`config.mk`:
```
export PLATFORM = sky130hd
export DESIGN_NAME = rail_shutdown_dvs_pin_cfg
export DESIGN_NICKNAME = d
export VERILOG_FILES = /design/src/rtl/rail_cfg_pkg.sv /design/src/rtl/ms_tick_gen.sv /design/src/rtl/rail_shutdown_dvs_pin_cfg.sv
export VERILOG_INCLUDE_DIRS = /design/src /design/src/rtl
export SDC_FILE = /design/constraint.sdc
export NUM_CORES = 1
export LEC_CHECK = 0
export ABC_AREA = 1
export BUFFER_PORTS_ARGS = -buffer_cell sky130_fd_sc_hd__buf_2
export CORE_MARGIN = 2
export CORE_UTILIZATION = 24
export DETAILED_ROUTE_END_ITERATION = 12
export GPL_TIMING_DRIVEN = 0
export PLACE_DENSITY_LB_ADDON = 0.2
export SETUP_SLACK_MARGIN = 0.4
export SYNTH_ARGS = -nofsm -noshare
export SYNTH_HDL_FRONTEND = slang
export SYNTH_SLANG_ARGS = --single-unit
```
`constraint.sdc`:
```
create_clock -name ref_clk -period 1.7 [get_ports ref_clk]
set_input_delay 0.425 -clock ref_clk [delete_from_list [all_inputs] [get_ports ref_clk]]
set_output_delay 0.425 -clock ref_clk [all_outputs]
set_load 0.03 [all_outputs]
```
`src/rtl/rail_shutdown_consts.svh`:
```
`ifndef RAIL_SHUTDOWN_CONSTS_SVH
`define RAIL_SHUTDOWN_CONSTS_SVH

// register indices; byte address is four times the index
`define IDX_RAIL1_OFF_DLY     8'h57
`define IDX_RAIL2_FB_DIV      8'h58
`define IDX_RAIL2_LIGHT_LOAD  8'h5B
`define IDX_RAIL2_SW_FREQ     8'h5C
`define IDX_RAIL2_CFG_DISCH   8'h5D
`define IDX_PIN_CTRL          8'h80
`define IDX_RAIL1_STATUS      8'h81

// reset values
`define RST_RAIL1_OFF_DLY     8'h00
`define RST_RAIL2_FB_DIV      8'h00
`define RST_RAIL2_LIGHT_LOAD  3'h0
`define RST_RAIL2_SW_FREQ     8'h00
`define RST_RAIL2_CFG_HI      4'h8
`define RST_RAIL2_DISCH       2'h0
`define RST_PIN_CTRL          3'h0

// field positions
`define F_DVS_SRC             7:6
`define F_OFF_DLY             5:0
`define F_FB_DIV              7:6
`define F_FCCM                2
`define F_LIGHT_LOAD_KEEP     2:0
`define F_FREQ_SEL            7:6
`define F_CFG_HI              7:4
`define F_DISCH               1:0
`define F_PIN_MODE            1:0
`define F_DVS_GATE            2

// encodings
`define PIN_MODE_DVS          2'h3
`define DVS_SRC_PIN_A         2'h0
`define DVS_SRC_PIN_B         2'h1
`define DVS_SRC_ONE           2'h3
`define DISCH_OFF             2'h0
`define DISCH_ON              2'h1

// timing
`define CLK_PERIOD_NS         8
`define OFF_DLY_STEP_NS       1000000
`define MS_TICK_CYCLES        (`OFF_DLY_STEP_NS / `CLK_PERIOD_NS)

`endif

```
`src/rtl/rail_cfg_pkg.sv`:
```
`default_nettype none
package rail_cfg_pkg;
    typedef logic [7:0] reg_byte_t;
    typedef logic [5:0] off_delay_t;
    typedef enum logic [1:0] {SD_OFF, SD_ON, SD_COUNT} shutdown_state_t;
endpackage
`default_nettype wire

```
`src/rtl/ms_tick_gen.sv`:
```
`include "rail_shutdown_consts.svh"
`default_nettype none
module ms_tick_gen #(
    parameter int unsigned PERIOD = `MS_TICK_CYCLES
) (
    input  wire logic ref_clk,  // core clock
    input  wire logic rst_n,    // async reset, active low
    input  wire logic clear,    // restart the period
    output logic      tick      // one-cycle pulse per period
);
    localparam int unsigned CW = (PERIOD > 2) ? $clog2(PERIOD) : 1;
    localparam logic [CW-1:0] LAST = CW'(PERIOD - 1);

    logic [CW-1:0] count;

    always_ff @(posedge ref_clk or negedge rst_n)
    begin
        if (!rst_n)
            count <= '0;
        else if (clear || count == LAST)
            count <= '0;
        else
            count <= count + CW'(1);
    end

    assign tick = (count == LAST) && !clear;
endmodule
`default_nettype wire

```
`src/rtl/rail_shutdown_dvs_pin_cfg.sv`:
```
// Functional notes
// - the dvs source field drives the voltage-set select from a pin only while the pin function mode is 3.
// - in mode 3 the high select is held at 0 and the low select is the chosen pin (a, b, none, one) gated by the gate bit.
// - in any mode other than 3 the pins are ignored for voltage-set selection.
// - after the rail enable pin or regulator valid input falls, the rail enable drops after the delay field in ms, or after 1 ms when the field is 0.
// - with discharge select 0 the output pulldown stays inactive when the rail is off.
// - with discharge select 1 the output pulldown is active when the rail is off.
`include "rail_shutdown_consts.svh"
`default_nettype none
module rail_shutdown_dvs_pin_cfg #(
    parameter int unsigned TICK_CYCLES = `MS_TICK_CYCLES,
    parameter logic        TRIM_BIT    = 1'b0   // arbitrary factory trim value
) (
    input  wire logic        ref_clk,                  // 125 MHz core clock
    input  wire logic        rst_n,                    // async reset, active low
    input  wire logic [9:0]  address,                  // avalon byte address
    input  wire logic        read,                     // avalon read
    input  wire logic        write,                    // avalon write
    input  wire logic [31:0] writedata,                // avalon write data
    input  wire logic [3:0]  byteenable,               // avalon byte enables
    output logic      [31:0] readdata,                 // avalon read data
    output logic             waitrequest,              // avalon wait
    input  wire logic        enable_pin_a,             // external pin a
    input  wire logic        enable_pin_b,             // external pin b
    input  wire logic        rail_enable_pin,          // rail enable pin
    input  wire logic        regulator_valid_input,    // regulator valid input
    output logic             rail1_on_control,         // rail 1 internal enable
    output logic             output_discharge_active,  // rail output pulldown
    output logic             voltage_set_select_low,   // voltage set select bit 0
    output logic             voltage_set_select_high,  // voltage set select bit 1
    output logic             dvs_pins_in_control,      // pins steer voltage set
    output logic      [1:0]  rail2_feedback_divider_field, // rail 2 feedback divider
    output logic             rail2_forced_continuous,  // rail 2 forced continuous
    output logic      [1:0]  rail2_frequency_select    // rail 2 frequency select
);
    // ------------------------------------------------------------
    // pin synchronisers
    // ------------------------------------------------------------
    logic [3:0] pin_meta;
    logic [3:0] pin_sync;
    always_ff @(posedge ref_clk or negedge rst_n)
    begin
        if (!rst_n)
        begin
            pin_meta <= 4'h0;
            pin_sync <= 4'h0;
        end
        else
        begin
            pin_meta <= {regulator_valid_input, rail_enable_pin, enable_pin_b, enable_pin_a};
            pin_sync <= pin_meta;
        end
    end
    logic enables_ok;
    assign enables_ok = pin_sync[2] & pin_sync[3];

    // ------------------------------------------------------------
    // avalon slave
    // ------------------------------------------------------------
    rail_cfg_pkg::reg_byte_t rail1_off_delay_and_dvs_pin;
    rail_cfg_pkg::reg_byte_t rail2_feedback_divider;
    logic [2:0]              rail2_light_load_mode;
    rail_cfg_pkg::reg_byte_t rail2_switching_frequency;
    logic [3:0]              rail2_cfg_hi;
    logic [1:0]              rail2_discharge;
    logic [2:0]              pin_ctrl;
    rail_cfg_pkg::reg_byte_t rd_byte;
    rail_cfg_pkg::reg_byte_t status_byte;
    rail_cfg_pkg::shutdown_state_t sd_state;
    logic [7:0] word_idx;
    logic       wr_accept;
    assign word_idx  = address[9:2];
    assign wr_accept = !waitrequest && write && byteenable[0];
    always_ff @(posedge ref_clk or negedge rst_n)
    begin
        if (!rst_n)
            waitrequest <= 1'b1;
        else if (waitrequest && (read || write))
            waitrequest <= 1'b0;
        else
            waitrequest <= 1'b1;
    end
    always_comb
    begin
        case (word_idx)
            `IDX_RAIL1_OFF_DLY:    rd_byte = rail1_off_delay_and_dvs_pin;
            `IDX_RAIL2_FB_DIV:     rd_byte = rail2_feedback_divider;
            `IDX_RAIL2_LIGHT_LOAD: rd_byte = {5'h00, rail2_light_load_mode};
            `IDX_RAIL2_SW_FREQ:    rd_byte = rail2_switching_frequency;
            `IDX_RAIL2_CFG_DISCH:  rd_byte = {rail2_cfg_hi, TRIM_BIT, 1'b0, rail2_discharge};
            `IDX_PIN_CTRL:         rd_byte = {5'h00, pin_ctrl};
            `IDX_RAIL1_STATUS:     rd_byte = status_byte;
            default:               rd_byte = 8'h00;
        endcase
    end
    always_ff @(posedge ref_clk or negedge rst_n)
    begin
        if (!rst_n)
            readdata <= 32'h0000_0000;
        else if (waitrequest && read)
            readdata <= {24'h00_0000, rd_byte};
    end
    always_ff @(posedge ref_clk or negedge rst_n)
    begin
        if (!rst_n)
        begin
            rail1_off_delay_and_dvs_pin <= `RST_RAIL1_OFF_DLY;
            rail2_feedback_divider      <= `RST_RAIL2_FB_DIV;
            rail2_light_load_mode       <= `RST_RAIL2_LIGHT_LOAD;
            rail2_switching_frequency   <= `RST_RAIL2_SW_FREQ;
            rail2_cfg_hi                <= `RST_RAIL2_CFG_HI;
            rail2_discharge             <= `RST_RAIL2_DISCH;
            pin_ctrl                    <= `RST_PIN_CTRL;
        end
        else if (wr_accept)
        begin
            case (word_idx)
                `IDX_RAIL1_OFF_DLY:    rail1_off_delay_and_dvs_pin <= writedata[7:0];
                `IDX_RAIL2_FB_DIV:     rail2_feedback_divider      <= writedata[7:0];
                `IDX_RAIL2_LIGHT_LOAD: rail2_light_load_mode       <= writedata[`F_LIGHT_LOAD_KEEP];
                `IDX_RAIL2_SW_FREQ:    rail2_switching_frequency   <= writedata[7:0];
                `IDX_RAIL2_CFG_DISCH:
                begin
                    rail2_cfg_hi    <= writedata[`F_CFG_HI];
                    rail2_discharge <= writedata[`F_DISCH];
                end
                `IDX_PIN_CTRL:         pin_ctrl <= writedata[2:0];
                default:               ;
            endcase
        end
    end
    assign rail2_feedback_divider_field = rail2_feedback_divider[`F_FB_DIV];
    assign rail2_forced_continuous      = rail2_light_load_mode[`F_FCCM];
    assign rail2_frequency_select       = rail2_switching_frequency[`F_FREQ_SEL];

    // ------------------------------------------------------------
    // voltage-set pin selection
    // ------------------------------------------------------------
    logic dvs_mode;
    logic dvs_pin_level;
    assign dvs_mode = (pin_ctrl[`F_PIN_MODE] == `PIN_MODE_DVS);
    always_comb
    begin
        case (rail1_off_delay_and_dvs_pin[`F_DVS_SRC])
            `DVS_SRC_PIN_A: dvs_pin_level = pin_sync[0];
            `DVS_SRC_PIN_B: dvs_pin_level = pin_sync[1];
            `DVS_SRC_ONE:   dvs_pin_level = 1'b1;
            default:        dvs_pin_level = 1'b0;
        endcase
    end
    always_ff @(posedge ref_clk or negedge rst_n)
    begin
        if (!rst_n)
        begin
            voltage_set_select_low  <= 1'b0;
            voltage_set_select_high <= 1'b0;
            dvs_pins_in_control     <= 1'b0;
        end
        else
        begin
            voltage_set_select_low  <= dvs_mode & dvs_pin_level & pin_ctrl[`F_DVS_GATE];
            voltage_set_select_high <= 1'b0;
            dvs_pins_in_control     <= dvs_mode;
        end
    end

    // ------------------------------------------------------------
    // shutdown delay
    // ------------------------------------------------------------
    logic                    ms_tick;
    logic                    sd_start;
    rail_cfg_pkg::off_delay_t sd_remaining;
    assign sd_start = (sd_state == rail_cfg_pkg::SD_ON) && !enables_ok;
    ms_tick_gen #(.PERIOD(TICK_CYCLES)) u_tick (
        .ref_clk (ref_clk),
        .rst_n   (rst_n),
        .clear   (sd_start),
        .tick    (ms_tick)
    );
    always_ff @(posedge ref_clk or negedge rst_n)
    begin
        if (!rst_n)
        begin
            sd_state         <= rail_cfg_pkg::SD_OFF;
            sd_remaining     <= 6'h00;
            rail1_on_control <= 1'b0;
        end
        else
        begin
            case (sd_state)
                rail_cfg_pkg::SD_OFF:
                    if (enables_ok)
                    begin
                        sd_state         <= rail_cfg_pkg::SD_ON;
                        rail1_on_control <= 1'b1;
                    end
                rail_cfg_pkg::SD_ON:
                    if (!enables_ok)
                    begin
                        sd_state     <= rail_cfg_pkg::SD_COUNT;
                        sd_remaining <= rail1_off_delay_and_dvs_pin[`F_OFF_DLY];
                    end
                rail_cfg_pkg::SD_COUNT:
                    if (enables_ok)
                        sd_state <= rail_cfg_pkg::SD_ON;
                    else if (ms_tick)
                    begin
                        if (sd_remaining <= 6'h01)
                        begin
                            sd_state         <= rail_cfg_pkg::SD_OFF;
                            rail1_on_control <= 1'b0;
                        end
                        else
                            sd_remaining <= sd_remaining - 6'h01;
                    end
                default:
                    sd_state <= rail_cfg_pkg::SD_OFF;
            endcase
        end
    end
    // values 2 and 3 of the select leave the pulldown off
    always_ff @(posedge ref_clk or negedge rst_n)
    begin
        if (!rst_n)
            output_discharge_active <= 1'b0;
        else
            output_discharge_active <= (sd_state == rail_cfg_pkg::SD_OFF)
                                       && (rail2_discharge == `DISCH_ON);
    end
    assign status_byte = {4'h0, dvs_pins_in_control, output_discharge_active,
                          sd_state == rail_cfg_pkg::SD_COUNT, rail1_on_control};

    // ------------------------------------------------------------
    // assertions
    // ------------------------------------------------------------
    int unsigned sd_cycles;
    int unsigned sd_delay_seen;
    always_ff @(posedge ref_clk or negedge rst_n)
    begin
        if (!rst_n)
        begin
            sd_cycles     <= 0;
            sd_delay_seen <= 0;
        end
        else if (sd_start)
        begin
            sd_cycles     <= 1;
            sd_delay_seen <= int'(rail1_off_delay_and_dvs_pin[`F_OFF_DLY]);
        end
        else if (sd_state == rail_cfg_pkg::SD_COUNT)
            sd_cycles <= sd_cycles + 1;
    end
endmodule
`default_nettype wire

```
# Yosys cells after proc, flatten, opt, wreduce, memory -nomap -nowiden
# Index checks and enable logic that the tools add are counted.
# word_totals
in_bits,54
regBits,82
# classes
n_bitwise,3
n_mux,20
n_reduce_logical,25
n_eq_ne,22
n_lt_le_gt_ge,1
add_sub_neg,2
# op_table
operator,n
$pmux W8 S7,1
$eq A8 B7 Y1 const B,5
$mux W6,4
$add A17 B1 Y17 const B,1
$eq A17 B17 Y1 const B,1
$mux W17,1
$eq A8 B8 Y1 const B,2
$pmux W6 S2,1
$reduce_and A2 Y1,6
$mux W2,5
$reduce_and A5 Y1,2
$ne A2 B2 Y1 const B,4
$logic_and A1 B1 Y1,7
$eq A2 B1 Y1 const B,3
$eq A2 B2 Y1 const B,3
$le A6 B1 Y1 const B,1
$ne A3 B2 Y1 const B,2
$pmux W2 S3,1
$sub A6 B1 Y6 const B,1
$mux W1,5
$logic_not A2 Y1,2
$ne A2 B1 Y1 const B,2
$reduce_and A4 Y1,1
$reduce_bool A2 Y1,2
5 further kinds,10

# Longest topological paths before layout
# depth
depth_word,8
depth_mapped,11

# Hierarchy
# From an unflattened synthesis, not the netlist that was laid out.
# unflattened
hier_cells,543
hier_area_um2,4424.2
# by_module_without_submodules
module,cells_per_inst,instances,area_each_um2
rail_shutdown_dvs_pin_cfg,404,1,3419.5
ms_tick_gen,139,1,1004.7

# Worst setup path before layout
# OpenSTA, ideal clock, no wires.
# synth_path
kind,reg-to-reg
from,register sd_remaining[0]
to,register sd_remaining[2]
slack_ns,0.223
path_stages_with_launch,10
arrival_ns,1.354
synth_period_minus_slack_ns,1.477
setup_ns,0.122
n_path_buf,0
cell_sequence,dfrtp_1 inv_1 ha_1 or2_2 nand3_1 nand2_1 nand2_1 nand2_4 nand2_1 o21ai_1
# synth_via
elab_chain_cells,5
# synth_rtl
item,line_no,text
from (decl),rail_shutdown_dvs_pin_cfg.sv:172,rail_cfg_pkg::off_delay_t sd_remaining;
from (signal assigned),rail_shutdown_dvs_pin_cfg.sv:201,sd_remaining <= rail1_off_delay_and_dvs_pin[`F_OFF_DLY];
from (signal assigned),rail_shutdown_dvs_pin_cfg.sv:214,sd_remaining <= sd_remaining - 6'h01;
$sub A6 B1 Y6,rail_shutdown_dvs_pin_cfg.sv:214,
$mux W6,rail_shutdown_dvs_pin_cfg.sv:208,if (sd_remaining <= 6'h01)
$mux W6,rail_shutdown_dvs_pin_cfg.sv:206,else if (ms_tick)
$mux W6,rail_shutdown_dvs_pin_cfg.sv:204,if (enables_ok)
$pmux W6 S2,rail_shutdown_dvs_pin_cfg.sv:190,case (sd_state)
# Parallel ways exist; a longest one is shown, timed or not. The select of a mux whose other input is x is not followed.
# A chain may end at the register's enable or synchronous reset.

# Worst setup path in the final report
# layout_path
from,register u_tick.count[0]
to,register u_tick.count[15]
# layout_via
elab_chain_cells,3
# layout_rtl
item,line_no,text
from (decl),ms_tick_gen.sv:14,logic [CW-1:0] count;
from (signal assigned),ms_tick_gen.sv:23,count <= count + CW'(1);
"parallel branches: the longest is 2 deep, another holds $add A17 B1 Y17",-,
$mux W17 *,ms_tick_gen.sv:20,else if (clear || count == LAST)
# Mark *: on every way between the ends.

==> results.md <==
Status:
- The flow ran to the end, and the final reports show no timing, DRC or antenna violations.

Yosys:
- The leading area contributor after synthesis is sky130_fd_sc_hd__dfrtp_1.
- The combined area of all synthesized cells is roughly 4400 um^2.
- The count of state elements after synthesis is slightly above 80.
- The count of yosys warnings during synthesis is 0.
- Sequential elements use 47.16% of the synthesized area.
- Yosys attributes the largest share of cell area to sky130_fd_sc_hd__dfrtp_1 46%, sky130_fd_sc_hd__nand2_1 12%, sky130_fd_sc_hd__buf_4 5.3%.
- After synthesis, the largest area contributor takes up around 46% of total cell area.
- Synthesis instantiated 38 different standard cells from the library.
- Counting every instance in the synthesized netlist gives 515.
- Each instance of the synthesized netlist takes up on average roughly 8.5 um^2.

CTS:
- For the worst-skew pair, the clock arrives at the later sink with an insertion delay of 0.35 ns.
- The H-tree was split into 3 levels.
- TritonCTS built the clock tree.
- TritonCTS created 9 clock buffers.
- After clock tree synthesis, the clock-pin slew on the worst setup and hold paths is roughly 0.07 ns.
- The number of clock sinks seen by CTS is 82.
- The longest clock path from root to sink contains 2 buffers.
- CTS placed an instance of sky130_fd_sc_hd__clkbuf_16 at the clock tree root.

Floorplanning:
- The floorplan step defined a core boundary enclosing 17900 um^2.
- The overall die area is 19250 um^2.
- The count of standard-cell rows is 49.
- The height of the chip is 138.7 um.
- The I/O pin total is 97.
- The width of the chip is 138.7 um.
- Once the floorplan was initialized, standard cells occupied 24.34% of the core.

Global route:
- After global routing the overflow that remains totals 0.
- The first global-routing pass estimated 18.85 mm of wire.
- The number of global-route vias before repair is 3657.
- The initial antenna violation count was 0.
- Entering global routing, the biggest net connects 68 pins.
- Global routing used between 10% and 20% of the available tracks.

Critical path:
- STA classifies the critical path endpoint as a register.
- Across all register-to-register paths, the minimum setup slack is 0.23 ns.
- The source of the critical timing path is u_tick.count[0].
- Counting buffers and inverters, the worst setup path is 10 cells deep.
- The cell that appears most often on the critical path is sky130_fd_sc_hd__nand2_2.
- The top fanout value on the critical path is 5.
- The critical path goes through ha_2 > nand2_2 > inv_2 > nand2_2 > nor2_2 > nand2_2 > nand2_4 > buf_12 > buf_16 > a21oi_2.
- The number of buffers and inverters on the critical path is 3.
- The data required time of the worst path is between 1.5 and 2 ns.
- The most critical setup path has its endpoint at u_tick.count[15].
- The launch instance of the worst register-to-register path is u_tick.count[0].
- Measured in cells, the most critical reg-to-reg path has a length of 10.
- The kind of start point of the critical path is a register.
- The end of the worst register-to-register path is u_tick.count[15].
- STA puts the critical path data arrival time at 1.76 ns.
- In this design, the stage delay of the slowest critical-path cell is 0.39 ns.
- The type of the worst setup path is reg -> reg.
- The kind of cell with the highest combined delay along the critical path is simple AND/OR/NAND/NOR gates.
- The slowest stage of the critical path is the sky130_fd_sc_hd__dfrtp_1 cell.

STA:
- The final critical path time including I/O delays and setup is 1.469 ns.
- Clock skew on the completed layout was measured at 0.008031 ns.
- Setup repair after global routing could not meet its margin everywhere.
- The final-report max-slew violation count came to 0.
- The number of failing hold endpoints at the final stage is 0.
- The ratio of final minimum period to clock period is 86.42%.
- The worst-case setup margin in the final layout is 0.2309 ns.
- The number of setup violations in the final report is 0.
- The highest attainable clock frequency is 0.6807 GHz.

Place:
- The number of buffer cells added on primary ports is 42.
- The last weighted congestion value of the routability-driven placer is between 0.8 and 0.9.
- The pre-CTS setup slack is about 0.085 ns.
- The final HPWL from detailed placement is 7.923 mm.

Drt:
- The detail route stage leaves a number of antenna-violating nets equal to 0.
- For this block, the via count after detailed routing is 3699.
- The detailed router finished its first iteration with 147 violations.
- After detailed routing, the average wire length per cell comes to 13.64 um.
- After detailed routing, the number of vias per cell comes to about 4.3.
- The number of detailed-route iterations in the first pass is 4.
- The routed design has 11.85 mm of wire.
- The remaining design rule violation count is 0.

Finish:
- Cells fill 34.88% of the core in the end.
- The layout overhead on the synthesized area is 43.31%.
- The fraction of layout instances using a drive strength above 1 is around two fifths.
- The repair_antennas step left the layout with diodes totalling 0.
- The total number of nets in the final design is 692.

Pwr:
- The areal power density over the cells is 988.3 nW/um^2.
- Summed over all nets, the switching power comes to about 2.1 mW.
- In this run, the clock network consumes around 34% of the power.
- The worst vdd rail ir drop is around 460 uV.
- Combinational logic is responsible for 28.3% of the overall power.
- The switching share of total power is 33.75%.
- The static leakage is approximately 3.1 nW.
- The part of the total power dissipated in sequential elements is 38.0%.
- Internal power comes to 4.088 mW.

Worst hold path:
- The min-delay analysis places its worst path in the category in -> reg.

Flow run:
- The max-cap check violation count is 0.
[sequential cells by signal (all words and copies together), names as in the netlist, 3 cells and up]
register,flops
u_tick.count,17
readdata,8
rail2_cfg_hi,4
rail2_feedback_divider,8
pin_ctrl,3
pin_sync,4
sd_remaining,6
pin_meta,4
rail1_off_delay_and_dvs_pin,8
rail2_light_load_mode,3
rail2_switching_frequency,8
[cells in the mapped netlist]
cell and count:
sky130_fd_sc_hd__clkinv_2 1, sky130_fd_sc_hd__nand4_1 4, sky130_fd_sc_hd__o21ai_2 10, sky130_fd_sc_hd__inv_4 1, sky130_fd_sc_hd__nor2_1 50, sky130_fd_sc_hd__buf_4 31, sky130_fd_sc_hd__nand3_1 46, sky130_fd_sc_hd__buf_8 1
sky130_fd_sc_hd__buf_6 5, sky130_fd_sc_hd__dfstp_2 2, sky130_fd_sc_hd__nand2_1 135, sky130_fd_sc_hd__conb_1 1, sky130_fd_sc_hd__xnor2_1 2, sky130_fd_sc_hd__inv_2 3, sky130_fd_sc_hd__nor3_1 12, sky130_fd_sc_hd__nand3_4 3
sky130_fd_sc_hd__ha_1 3, sky130_fd_sc_hd__o21ai_0 10, sky130_fd_sc_hd__nor3b_1 1, sky130_fd_sc_hd__nand2_2 7, sky130_fd_sc_hd__nor3_2 1, sky130_fd_sc_hd__nor2_2 5, sky130_fd_sc_hd__nand3b_1 2, sky130_fd_sc_hd__xor2_1 7
sky130_fd_sc_hd__nand2_4 3, sky130_fd_sc_hd__a21oi_1 6, sky130_fd_sc_hd__dfrtp_1 80, sky130_fd_sc_hd__nor3b_2 1, sky130_fd_sc_hd__o21a_1 5, sky130_fd_sc_hd__nor2_4 5, sky130_fd_sc_hd__o21ai_1 24, sky130_fd_sc_hd__buf_2 1
sky130_fd_sc_hd__inv_1 39, sky130_fd_sc_hd__nor4_1 1, sky130_fd_sc_hd__a31oi_1 1, sky130_fd_sc_hd__or2_2 1, sky130_fd_sc_hd__nor2_8 4, sky130_fd_sc_hd__o21bai_1 1
[power groups by stage]
stage               clock network, mW  logic (mW)  registers, mW
floorplan                           0       0.961           2.37
global placement                    0        1.26           2.37
detailed placement                  0        1.28           2.38
CTS                              2.14        1.58           2.34
global route                     2.21        1.93           2.37
finish                           2.08        1.74           2.34
[cell type report]
class / count / area, um^2
fillers: 1859 / 11660
multi-input cells: 376 / 2221
flip-flops and latches: 82 / 2054
repair buffers: 84 / 829.5
plain buffers: 38 / 347.8
well taps: 229 / 286.5
clock buffers: 10 / 239.0
inverters: 44 / 192.7
clock inverters: 6 / 72.57
[metrics by stage]
step / area (um^2) / TNS [ns] / cells / hold slack (ns) / total power, mW
3_5_place_dp: 5032 / 0 / 811 / 0.3111 / 3.658
2_1_floorplan: 4506 / 0 / 539 / 0.1294 / 3.330
6_report: 6243 / 0 / 869 / 0.1746 / 6.170
5_1_grt: 6243 / 0 / 869 / 0.1697 / 6.509
4_1_cts: 5908 / 0 / 857 / 0.1615 / 6.062
3_3_place_gp: 5002 / -41.78 / 810 / 0.3328 / 3.628
[layout by cell type, fill, tap and decap left out, types with 5 or more instances in the layout]
cell type / count
sky130_fd_sc_hd__o21a_1: 5
sky130_fd_sc_hd__conb_1: 25
sky130_fd_sc_hd__nand3_1: 41
sky130_fd_sc_hd__buf_2: 24
sky130_fd_sc_hd__nor3_1: 8
sky130_fd_sc_hd__buf_6: 31
sky130_fd_sc_hd__xor2_1: 7
sky130_fd_sc_hd__nand2_1: 112
sky130_fd_sc_hd__nand2_4: 16
sky130_fd_sc_hd__o21ai_1: 10
sky130_fd_sc_hd__nor2_1: 41
sky130_fd_sc_hd__inv_1: 35
sky130_fd_sc_hd__nor2_2: 12
sky130_fd_sc_hd__o21ai_2: 24
sky130_fd_sc_hd__clkbuf_16: 11
sky130_fd_sc_hd__nor2_4: 7
sky130_fd_sc_hd__dfrtp_1: 80
sky130_fd_sc_hd__buf_4: 51
sky130_fd_sc_hd__buf_8: 5
sky130_fd_sc_hd__nand2_2: 18
sky130_fd_sc_hd__nand3_4: 5
sky130_fd_sc_hd__a21oi_1: 5
sky130_fd_sc_hd__o21ai_0: 10
[what timing repair did]
| action | in CTS | in global routing |
|---|---|---|
| resized for setup | 76 | 52 |
| pin swaps | 10 | 10 |
| buffers inserted | 25 | 10 |
| endpoints found under the hold margin | 15 | 0 |
| hold buffers | 1 | 0 |
| setup endpoints to repair | 55 | 84 |
| cloned | 4 | 2 |
[how the worst min path moves through the flow]
| stage | from | to | slack (ns) | cells after the start |
|---|---|---|---|---|
| 3_3_place_gp | pin_meta[0] | pin_sync[0] | 0.33 | 0 |
| 5_1_grt | regulator_valid_input | pin_meta[3] | 0.17 | 1 |
| 3_5_place_dp | rst_n | u_tick.count[9] | 0.31 | 1 |
| 2_1_floorplan | rst_n | dvs_pins_in_control | 0.13 | 0 |
| 4_1_cts | rail_enable_pin | pin_meta[2] | 0.16 | 1 |
| 6_report | rail_enable_pin | pin_meta[2] | 0.17 | 1 |
[per-layer routing]
| layer | up-vias | routed length, um | track usage, % |
|---|---|---|---|
| met5 | - | 0 | 0 |
| met4 | 0 | 210 | 4.519 |
| met3 | 18 | 432 | 2.659 |
| met2 | 68 | 6051 | 21.52 |
| met1 | 1761 | 5159 | 15.26 |
| li1 | 1852 | - | - |
[cells by family after synthesis]
logic type                 after synthesis  share of synthesized area, %
AOI/OAI and AO/OA                       57                         7.783
buffers and inverters                   82                         10.97
xor gates and xnor gates                 9                         1.809
other                                    1                       0.08607
adders and majority gates                3                        0.8617
DFF                                     82                         47.16
and+or+nand+nor                        281                         31.33
Power figures use the tool's default switching activity.
